<file path="src/design/hsc_pkg_sync.sv">
// Shared package for the homing block and its switch input synchroniser
`timescale 1ns/1ps
`default_nettype none

package hsc_pkg;
	// Direction encoding on the dir output
	localparam logic DIR_POS = 1'b1;
	localparam logic DIR_NEG = 1'b0;
	// Selective clear argument codes and field positions
	localparam logic [1:0] CLR_POS = 2'h1;
	localparam logic [1:0] CLR_OUT = 2'h2;
	localparam logic [1:0] CLR_BOTH = 2'h3;
	localparam int CLR_POS_BIT = 0;
	localparam int CLR_OUT_BIT = 1;
	// Program words taken by a stored selective clear
	localparam logic [1:0] STORE_WORDS = 2'h2;
	// Switch level seen while the synchroniser is in reset (inactive)
	localparam logic [1:0] SW_RESET = 2'h3;

	typedef enum logic [1:0] {
		ST_IDLE = 2'b00,
		ST_SEEK_EOT = 2'b01,
		ST_SEEK_HOME = 2'b10,
		ST_FINISH = 2'b11
	} hsc_state_type;

	// One command from the host parser or the program sequencer
	typedef struct packed {
		logic home;
		logic dir_given;
		logic dir_neg;
		logic [1:0] clear_sel;
		logic store;
	} hsc_cmd_type;

	// Request to write a selective clear into program memory
	typedef struct packed {
		logic valid;
		logic [1:0] clear_sel;
		logic [1:0] words;
	} hsc_store_type;
endpackage

// Two-stage synchroniser for the end-of-travel and home switches
module hsc_sync (
	input wire logic mclk,
	input wire logic arst_n,
	input wire logic [1:0] din,
	output logic [1:0] dout
);
	logic [1:0] meta;

	// First stage feeds only the second; switches idle high so reset to high
	always_ff @(posedge mclk or negedge arst_n) begin
		if (!arst_n) begin
			meta <= hsc_pkg::SW_RESET;
			dout <= hsc_pkg::SW_RESET;
		end else begin
			meta <= din;
			dout <= meta;
		end
	end
endmodule

`default_nettype wire

</file>
<file path="src/design/hsc_homing.sv">
// Homing sequence and selective clear command logic of the motor controller
`timescale 1ns/1ps
`default_nettype none

module hsc_homing (
	input wire logic mclk,
	input wire logic arst_n,
	input wire logic extended,
	input wire logic cmd_valid,
	output logic cmd_ready,
	input wire hsc_pkg::hsc_cmd_type cmd,
	input wire logic prog_recalled,
	input wire logic rxd_tied_high,
	input wire logic step_tick,
	input wire logic eot_n,
	input wire logic home_n,
	output logic busy,
	output logic step,
	output logic dir,
	output logic pos_clear,
	output logic out_clear,
	output logic prog_clear,
	output hsc_pkg::hsc_store_type store
);
	hsc_pkg::hsc_state_type state, next_state;
	logic next_busy, next_step, next_dir;
	logic next_pos_clear, next_out_clear, next_prog_clear;
	hsc_pkg::hsc_store_type next_store;
	logic auto_pend, next_auto_pend;
	logic auto_neg, next_auto_neg;
	logic [1:0] sw_sync;
	logic eot_low, home_low, accept;

	// Bit test on the clear argument, shared by both clear targets
	function automatic logic clear_hit(input logic [1:0] sel, input int bitpos);
		clear_hit = sel[bitpos];
	endfunction

	// Switches are only looked at after two flops
	hsc_sync u_sync (
		.mclk(mclk),
		.arst_n(arst_n),
		.din({home_n, eot_n}),
		.dout(sw_sync)
	);
	assign eot_low = !sw_sync[0];
	assign home_low = !sw_sync[1];

	// A pending start-up homing holds off host commands until it has run
	assign cmd_ready = (state == hsc_pkg::ST_IDLE) && !auto_pend;
	assign accept = cmd_valid && cmd_ready;

	// Sequencer next state and one-cycle output pulses
	always_comb begin
		next_state = state;
		next_busy = busy;
		next_step = 1'b0;
		next_dir = dir;
		next_pos_clear = 1'b0;
		next_out_clear = 1'b0;
		next_prog_clear = 1'b0;
		next_store = '0;
		next_auto_pend = auto_pend;
		next_auto_neg = auto_neg;
		unique case (state)
			hsc_pkg::ST_IDLE: begin
				if (auto_pend) begin
					next_auto_pend = 1'b0;
					next_dir = auto_neg ? hsc_pkg::DIR_NEG : hsc_pkg::DIR_POS;
					next_state = hsc_pkg::ST_SEEK_EOT;
					next_busy = 1'b1;
				end else if (accept && cmd.home) begin
					// Store flag is ignored: homing never goes to program memory
					next_dir = (cmd.dir_given && cmd.dir_neg) ? hsc_pkg::DIR_NEG
						: hsc_pkg::DIR_POS;
					next_state = hsc_pkg::ST_SEEK_EOT;
					next_busy = 1'b1;
				end else if (accept) begin
					if (extended && cmd.store) begin
						next_store.valid = 1'b1;
						next_store.clear_sel = cmd.clear_sel;
						next_store.words = hsc_pkg::STORE_WORDS;
					end else begin
						// Basic variant runs it now even if storing was asked
						next_pos_clear = clear_hit(cmd.clear_sel, hsc_pkg::CLR_POS_BIT);
						next_out_clear = clear_hit(cmd.clear_sel, hsc_pkg::CLR_OUT_BIT);
					end
				end
			end
			hsc_pkg::ST_SEEK_EOT: begin
				if (eot_low) begin
					next_dir = !dir;
					next_state = hsc_pkg::ST_SEEK_HOME;
				end else begin
					next_step = step_tick;
				end
			end
			hsc_pkg::ST_SEEK_HOME: begin
				// Tied switches end here at once, so no step after reversal
				if (home_low) begin
					next_state = hsc_pkg::ST_FINISH;
				end else begin
					next_step = step_tick;
				end
			end
			hsc_pkg::ST_FINISH: begin
				next_pos_clear = 1'b1;
				next_prog_clear = !extended;
				next_busy = 1'b0;
				next_state = hsc_pkg::ST_IDLE;
			end
		endcase
		// Strap is caught on the clocked recall pulse, never under reset;
		// placed last so a new recall wins over the pending flag being consumed
		if (prog_recalled) begin
			next_auto_pend = 1'b1;
			next_auto_neg = rxd_tied_high;
		end
	end

	// Sequencer registers
	always_ff @(posedge mclk or negedge arst_n) begin
		if (!arst_n) begin
			state <= hsc_pkg::ST_IDLE;
			busy <= 1'b0;
			step <= 1'b0;
			dir <= hsc_pkg::DIR_POS;
			pos_clear <= 1'b0;
			out_clear <= 1'b0;
			prog_clear <= 1'b0;
			store <= '0;
			auto_pend <= 1'b0;
			auto_neg <= 1'b0;
		end else begin
			state <= next_state;
			busy <= next_busy;
			step <= next_step;
			dir <= next_dir;
			pos_clear <= next_pos_clear;
			out_clear <= next_out_clear;
			prog_clear <= next_prog_clear;
			store <= next_store;
			auto_pend <= next_auto_pend;
			auto_neg <= next_auto_neg;
		end
	end

	// Checks on the sequencer
	a_default_dir_pos: assert property (@(posedge mclk) disable iff (!arst_n)
		accept && cmd.home && !cmd.dir_given |=> dir == hsc_pkg::DIR_POS)
		else $error("home without direction did not pick positive");
	a_step_on_tick: assert property (@(posedge mclk) disable iff (!arst_n)
		state == hsc_pkg::ST_SEEK_EOT && step_tick && !eot_low |=> step && busy)
		else $error("no step on tick while seeking end of travel");
	a_reverse_dir: assert property (@(posedge mclk) disable iff (!arst_n)
		state == hsc_pkg::ST_SEEK_EOT && eot_low
		|=> dir != $past(dir) && state == hsc_pkg::ST_SEEK_HOME)
		else $error("direction not reversed at end of travel");
	a_basic_clears: assert property (@(posedge mclk) disable iff (!arst_n)
		state == hsc_pkg::ST_FINISH && !extended |=> prog_clear && pos_clear && !busy)
		else $error("basic homing did not clear position and program");
	a_ext_keeps_prog: assert property (@(posedge mclk) disable iff (!arst_n)
		state == hsc_pkg::ST_FINISH && extended |=> pos_clear && !prog_clear)
		else $error("extended homing touched the program");
	a_tied_switches: assert property (@(posedge mclk) disable iff (!arst_n)
		state == hsc_pkg::ST_SEEK_EOT && eot_low && home_low
		|=> ##1 state == hsc_pkg::ST_FINISH && !step ##1 pos_clear)
		else $error("tied switches did not end homing at once");
	a_auto_home: assert property (@(posedge mclk) disable iff (!arst_n)
		prog_recalled && state == hsc_pkg::ST_IDLE ##1 state == hsc_pkg::ST_IDLE
		|=> state == hsc_pkg::ST_SEEK_EOT && dir == !$past(auto_neg))
		else $error("start-up homing not started with strapped direction");
	a_home_immediate: assert property (@(posedge mclk) disable iff (!arst_n)
		accept && cmd.home |=> state == hsc_pkg::ST_SEEK_EOT && !store.valid)
		else $error("home command not executed immediately");
	a_clear_select: assert property (@(posedge mclk) disable iff (!arst_n)
		accept && !cmd.home && !(extended && cmd.store)
		|=> pos_clear == $past(cmd.clear_sel[0]) && out_clear == $past(cmd.clear_sel[1]))
		else $error("selective clear hit the wrong targets");
	a_basic_no_store: assert property (@(posedge mclk) disable iff (!arst_n)
		accept && !cmd.home && !extended |=> !store.valid)
		else $error("basic variant stored a clear command");
	a_ext_store: assert property (@(posedge mclk) disable iff (!arst_n)
		accept && !cmd.home && extended && cmd.store
		|=> store.valid && store.words == hsc_pkg::STORE_WORDS && !pos_clear && !out_clear)
		else $error("stored clear wrong length or executed");
	a_sync_delay: assert property (@(posedge mclk) disable iff (!arst_n)
		$past(arst_n, 2) |-> sw_sync == $past({home_n, eot_n}, 2))
		else $error("switch levels not seen two cycles late");
	a_recall_sets: assert property (@(posedge mclk) disable iff (!arst_n)
		prog_recalled |=> auto_pend)
		else $error("program recall did not arm start-up homing");
	a_recall_blocks: assert property (@(posedge mclk) disable iff (!arst_n)
		prog_recalled && state == hsc_pkg::ST_IDLE |=> !cmd_ready ##1 busy)
		else $error("host command not held off during start-up homing");
	a_step_seek_home: assert property (@(posedge mclk) disable iff (!arst_n)
		state == hsc_pkg::ST_SEEK_HOME && step_tick && !home_low |=> step && busy)
		else $error("no step on tick while seeking home");
	a_no_stray_step: assert property (@(posedge mclk) disable iff (!arst_n)
		(state == hsc_pkg::ST_IDLE || state == hsc_pkg::ST_FINISH) |=> !step)
		else $error("step issued outside a search phase");
	a_dir_steady_eot: assert property (@(posedge mclk) disable iff (!arst_n)
		state == hsc_pkg::ST_SEEK_EOT && !eot_low |=> $stable(dir))
		else $error("direction changed before end of travel");
	a_dir_steady_home: assert property (@(posedge mclk) disable iff (!arst_n)
		state == hsc_pkg::ST_SEEK_HOME |=> $stable(dir))
		else $error("direction changed while seeking home");
endmodule

`default_nettype wire

</file>
<file path="config.mk">
export PLATFORM = sky130hd
export DESIGN_NAME = hsc_homing
export DESIGN_NICKNAME = d
export VERILOG_FILES = /design/src/design/hsc_pkg_sync.sv /design/src/design/hsc_homing.sv
export SDC_FILE = /design/constraint.sdc
export NUM_CORES = 1
export LEC_CHECK = 0
export BUFFER_PORTS_ARGS = -buffer_cell sky130_fd_sc_hd__buf_2
export CAP_MARGIN = 20
export CORE_MARGIN = 5
export CORE_UTILIZATION = 28
export DETAILED_ROUTE_END_ITERATION = 6
export PLACE_DENSITY = 0.61
export SLEW_MARGIN = 20
export SYNTH_ARGS = -nofsm -noshare
export SYNTH_HDL_FRONTEND = slang
export SYNTH_SLANG_ARGS = --single-unit
</file>
<file path="constraint.sdc">
create_clock -name mclk -period 1.7 [get_ports mclk]
set_input_delay 0.255 -clock mclk [delete_from_list [all_inputs] [get_ports mclk]]
set_output_delay 0.255 -clock mclk [all_outputs]
set_load 0.02 [all_outputs]
</file>
Word-level counts from Yosys, hierarchy flattened --
Index checks and enable logic that the tools add are counted.
Word-level totals: memory bits (read-only) 0, memories 0, output and inout port bits 12, memory bits (writable) 0, input bits 15, latch bits 0, register bits after elaboration 19
Operators by class: order comparisons 0, div/mod/pow operators 0, muxes and demuxes 35, add/sub/neg operators 0, reduce and logical (&&, ||, !) cells 15, shifts and indexed selects 0, equality and inequality tests 6, bitwise logic cells 0, $mul 0
Operators by type and width (number):
- two-way mux 5 bit | 5
- two-way mux 1 bit | 21
- two-way mux 2 bit | 4
- case mux 1 bit (2 select lines) | 4
- case mux 2 bit (4 select lines) | 1
- AND reduction 3 bit | 2
- nonzero test 2 bit | 3
- logical AND 1 bit | 5
- == test 2 bit, second input constant | 2
- inequality test 2 bit, second input constant | 2
- logical NOT 1 bit | 3
- inequality test 3 x 2 -> 1 bit, second input constant | 1
- == test 2 x 1 -> 1 bit, second input constant | 1
- logical NOT 2 bit | 1
- AND reduction 2 bit | 1

Longest topological paths before layout --
depth after elaboration 7, gate-level depth with buffers 5, depth with buffers taken out 5

Modules after synthesis --
A second synthesis with hierarchy kept.
Second synthesis, totals: cell total of the unflattened synthesis 64, area, all modules 784.5 sq um
By module, submodules not included:
- hsc_homing | area an instance 679.4 sq um, cells each 60, instances 1
- hsc_sync | area an instance 105.1 sq um, cells each 4, instances 1

Least setup slack after synthesis --
OpenSTA, ideal clock, no wires.
kind reg-to-reg, start point reg state[0], end point reg state[1], library setup time 0.127 ns, arrival 1.520 ns, clock period less this slack 1.648 ns, stages on the path, launching flop included 6, buffers on the path 0, path slack 0.052 ns, path through dfrtp_1 -> inv_1 -> ha_1 -> nor2b_4 -> a222oi_1 -> mux2_1
On the way: word-level cells in the longest chain between the ends 6, elaborated cells between the ends (all ways) 12, classes of those cells eq/ne: 6; mux: 1; reduce/logical: 5
RTL lines:
- start, declared | line hsc_homing.sv:25 | hsc_pkg::hsc_state_type state, next_state;
- start signal, assigned | line hsc_homing.sv:124 | state <= hsc_pkg::ST_IDLE;
- start signal, assigned | line hsc_homing.sv:135 | state <= next_state;
- logical NOT 2 bit | line hsc_homing.sv:50 | assign cmd_ready = (state == hsc_pkg::ST_IDLE) && !auto_pend;
- logical AND 1 bit | line hsc_homing.sv:50
- net cmd_ready | line hsc_homing.sv:10 | output logic cmd_ready,
- logical AND 1 bit | line hsc_homing.sv:51 | assign accept = cmd_valid && cmd_ready;
- logical AND 1 bit | line hsc_homing.sv:72 | end else if (accept && cmd.home) begin
- inequality test 3 x 2 -> 1 bit (no source line)
- AND reduction 3 bit (no source line)
The timed path passes the listed nets, and every way through them passes these cells. A chain may end at the register's enable or synchronous reset.

Worst setup path after layout --
start point reg state[0], end point reg state[1]
On the way: word-level cells in the longest chain between the ends 6, elaborated cells between the ends (all ways) 12, classes of those cells eq/ne: 6; mux: 1; reduce/logical: 5
RTL lines (line):
- logical NOT 2 bit | hsc_homing.sv:50, hsc_homing.sv:65
- logical AND 1 bit | hsc_homing.sv:50
- logical AND 1 bit | hsc_homing.sv:51
- logical AND 1 bit | hsc_homing.sv:72
- inequality test 3 x 2 -> 1 bit (no source line)
- AND reduction 3 bit (no source line)
Parallel ways exist; a longest one is shown, timed or not.

==> metrics.txt <==
crit start category=register; CTS sink cnt=17; power density cells=1540 nW/um2; # port buffers=25; Net Count, Synth=79; Layout fillers=approximately 250; DR vias=560; Final Setup Violations=0; CP required=1880 ps; first-pass GRT wire length=about 2.3 mm; final critical-path required period=roughly 1600 ps; Die X=61.8 um; final std cells w/o fill=about 130; Rows=18; initial antenna violation count=0; most frequent cells after synthesis=dfrtp_1, dfstp_2, ha_1, inv_1, nand2_1; Placeable Area=2520 um2; num ports=27; placed cells=115; area share of the largest cell type after synthesis=0.399; largest net degree at the start of global routing=18; final core utilization=0.401; most numerous cell in the Yosys netlist=dfrtp_1; Longest Clk Path Bufs=2; Clock transition at path regs=100 ps; Max FO, Critical Path=3; post-DR vias/cell=4.44; crit path capture type=register; number of synthesized register bits=17; ys async rst share=1.00; CP arrival=1820 ps; share of the yosys chip area belonging to registers=0.574; DR WL/cell=11.7 um; GPL Wtd Cong=0.745; fmax=0.610 GHz; Die Area=3820 um2; # nets final=117; H-tree depth=1; DP Wirelength=1.12 mm; Final period util=0.964; cts bufs inserted=3; Worst R2R Path Depth=4; WS Path Type=register to register; setup ws final=60.6 ps; CTS Root Cell=clkbuf_4; post-route ant nets=0; Starting DRT DRC Count=2; Ys Warns=0; Post-synth EDFFs=0; P_leak=0.525 nW; vias in the first global route=558; DRT Pass-1 Iters=4; cells after synthesis=around 60; fraction of layout cells with a size suffix above 1=0.542; CTS tree=yes; post-synth top area cell=dfrtp_1; Hold Path Class=input pin to register; area grow syn2layout=34.4%; final hold vios=0; Initial Util=0.298; Max-Cap Viols=0; skew final=5.53 ps; outcome=completed; hold path cells=1; Synth cell types=26; ys flop type=dfrtp_1; cell area after synthesis=752 um2; diode count=0; final WL=1.47 mm; die height=61.8 um; number of max-slew violations in the final report=0; DRC errors left=0; Design Power=0.00155 W; Peak supply drop=0.800 mV; synth top area cells=dfrtp_1, dfstp_2, ha_1; Syn Area/Cell=between 10 and 15 um2; total track usage=0.0848; Clock Latency Late Sink=290 ps; pre-CTS WS=-2.59 ps; total global routing overflow=0
through the flow:
step,TNS [ps],hold slack (ps),instance area (um2)
after CTS,0,43.7,973
after global placement,0,195,922
after detailed placement,-2.59,199,922
after floorplan,0,-40.6,752
final,0,50.3,1010
after global routing,-24.3,31.1,1010
cell usage in the layout (no fill, tap or decap), types with 2 or more instances in the layout:
cell / synthesis / routed
inv_1: 5 / 4
nand2_1: 4 / 4
buf_2: 0 / 24
nor2b_1: 3 / 3
and2_1: 2 / 2
ha_1: 5 / 3
dfstp_2: 5 / 5
dfrtp_1: 12 / 12
mux2i_1: 2 / 2
buf_4: 2 / 10
nor2_1: 3 / 3
ha_2: 0 / 2
clkbuf_4: 0 / 3
state kept, by name (all words and copies together) (netlist names), 2 cells and up:
name,count
store,3
state,2
u_sync.dout,2
u_sync.meta,2
cells by family (layout without fill, tap and decap cells):
group / Yosys count / count (layout) / share of synthesized area
simple gates: 16 / 16 / 0.130
fa+ha+maj: 5 / 5 / 0.0832
buf+inv: 7 / 44 / 0.0449
compound gates: 9 / 9 / 0.106
other cells: 1 / 1 / 0.00499
mux: 4 / 4 / 0.0566
flops: 17 / 17 / 0.574
metal layers:
layer  GRT usage  up-vias  part of all wire
met5           0        -                 0
met1      0.0997      268              0.43
li1            -      273                 -
met3      0.0269        2             0.064
met2       0.142       17              0.49
met4      0.0364        0             0.017
what timing repair did:
action	CTS	global route
setup buffers	2	4
gates resized for setup	0	4
hold buffers	1	0
endpoints found under the hold margin	12	0
pin swaps	1	1
setup endpoints to repair	2	3
worst max-delay path, stage by stage, from the launching register on:
cell and delay, ps:
dfrtp_1 390, buf_4 140, ha_2 180, a222oi_1 450, mux2_1 360
worst paths after layout:
check,slack [ps],endpoint,from
worst max register to register,60,state[1],state[0]
worst max-delay path,60,state[1],state[0]
worst min-delay path,50,u_sync.meta[1],home_n
worst min register to register,360,u_sync.dout[1],u_sync.meta[1]
max in group asynchronous,990,dir,arst_n
min in group asynchronous,400,step,arst_n
power breakdown:
part | switching [W] | internal [W]
logic | 0.000366 | 0.000413
clock network | 0.000122 | 0.0000913
registers | 0.0000528 | 0.000509
final cells by class:
cell class / instances / area (um2) / share of cell area
sequential: 17 / 432 / 0.427
multi-input combinational: 35 / 292 / 0.288
timing repair buffer: 35 / 205 / 0.203
tap: 30 / 37.5 / 0.0371
clock buffer: 4 / 26.3 / 0.0260
inverter: 5 / 18.8 / 0.0186
Note: power is estimated with default switching activity, not from simulation.
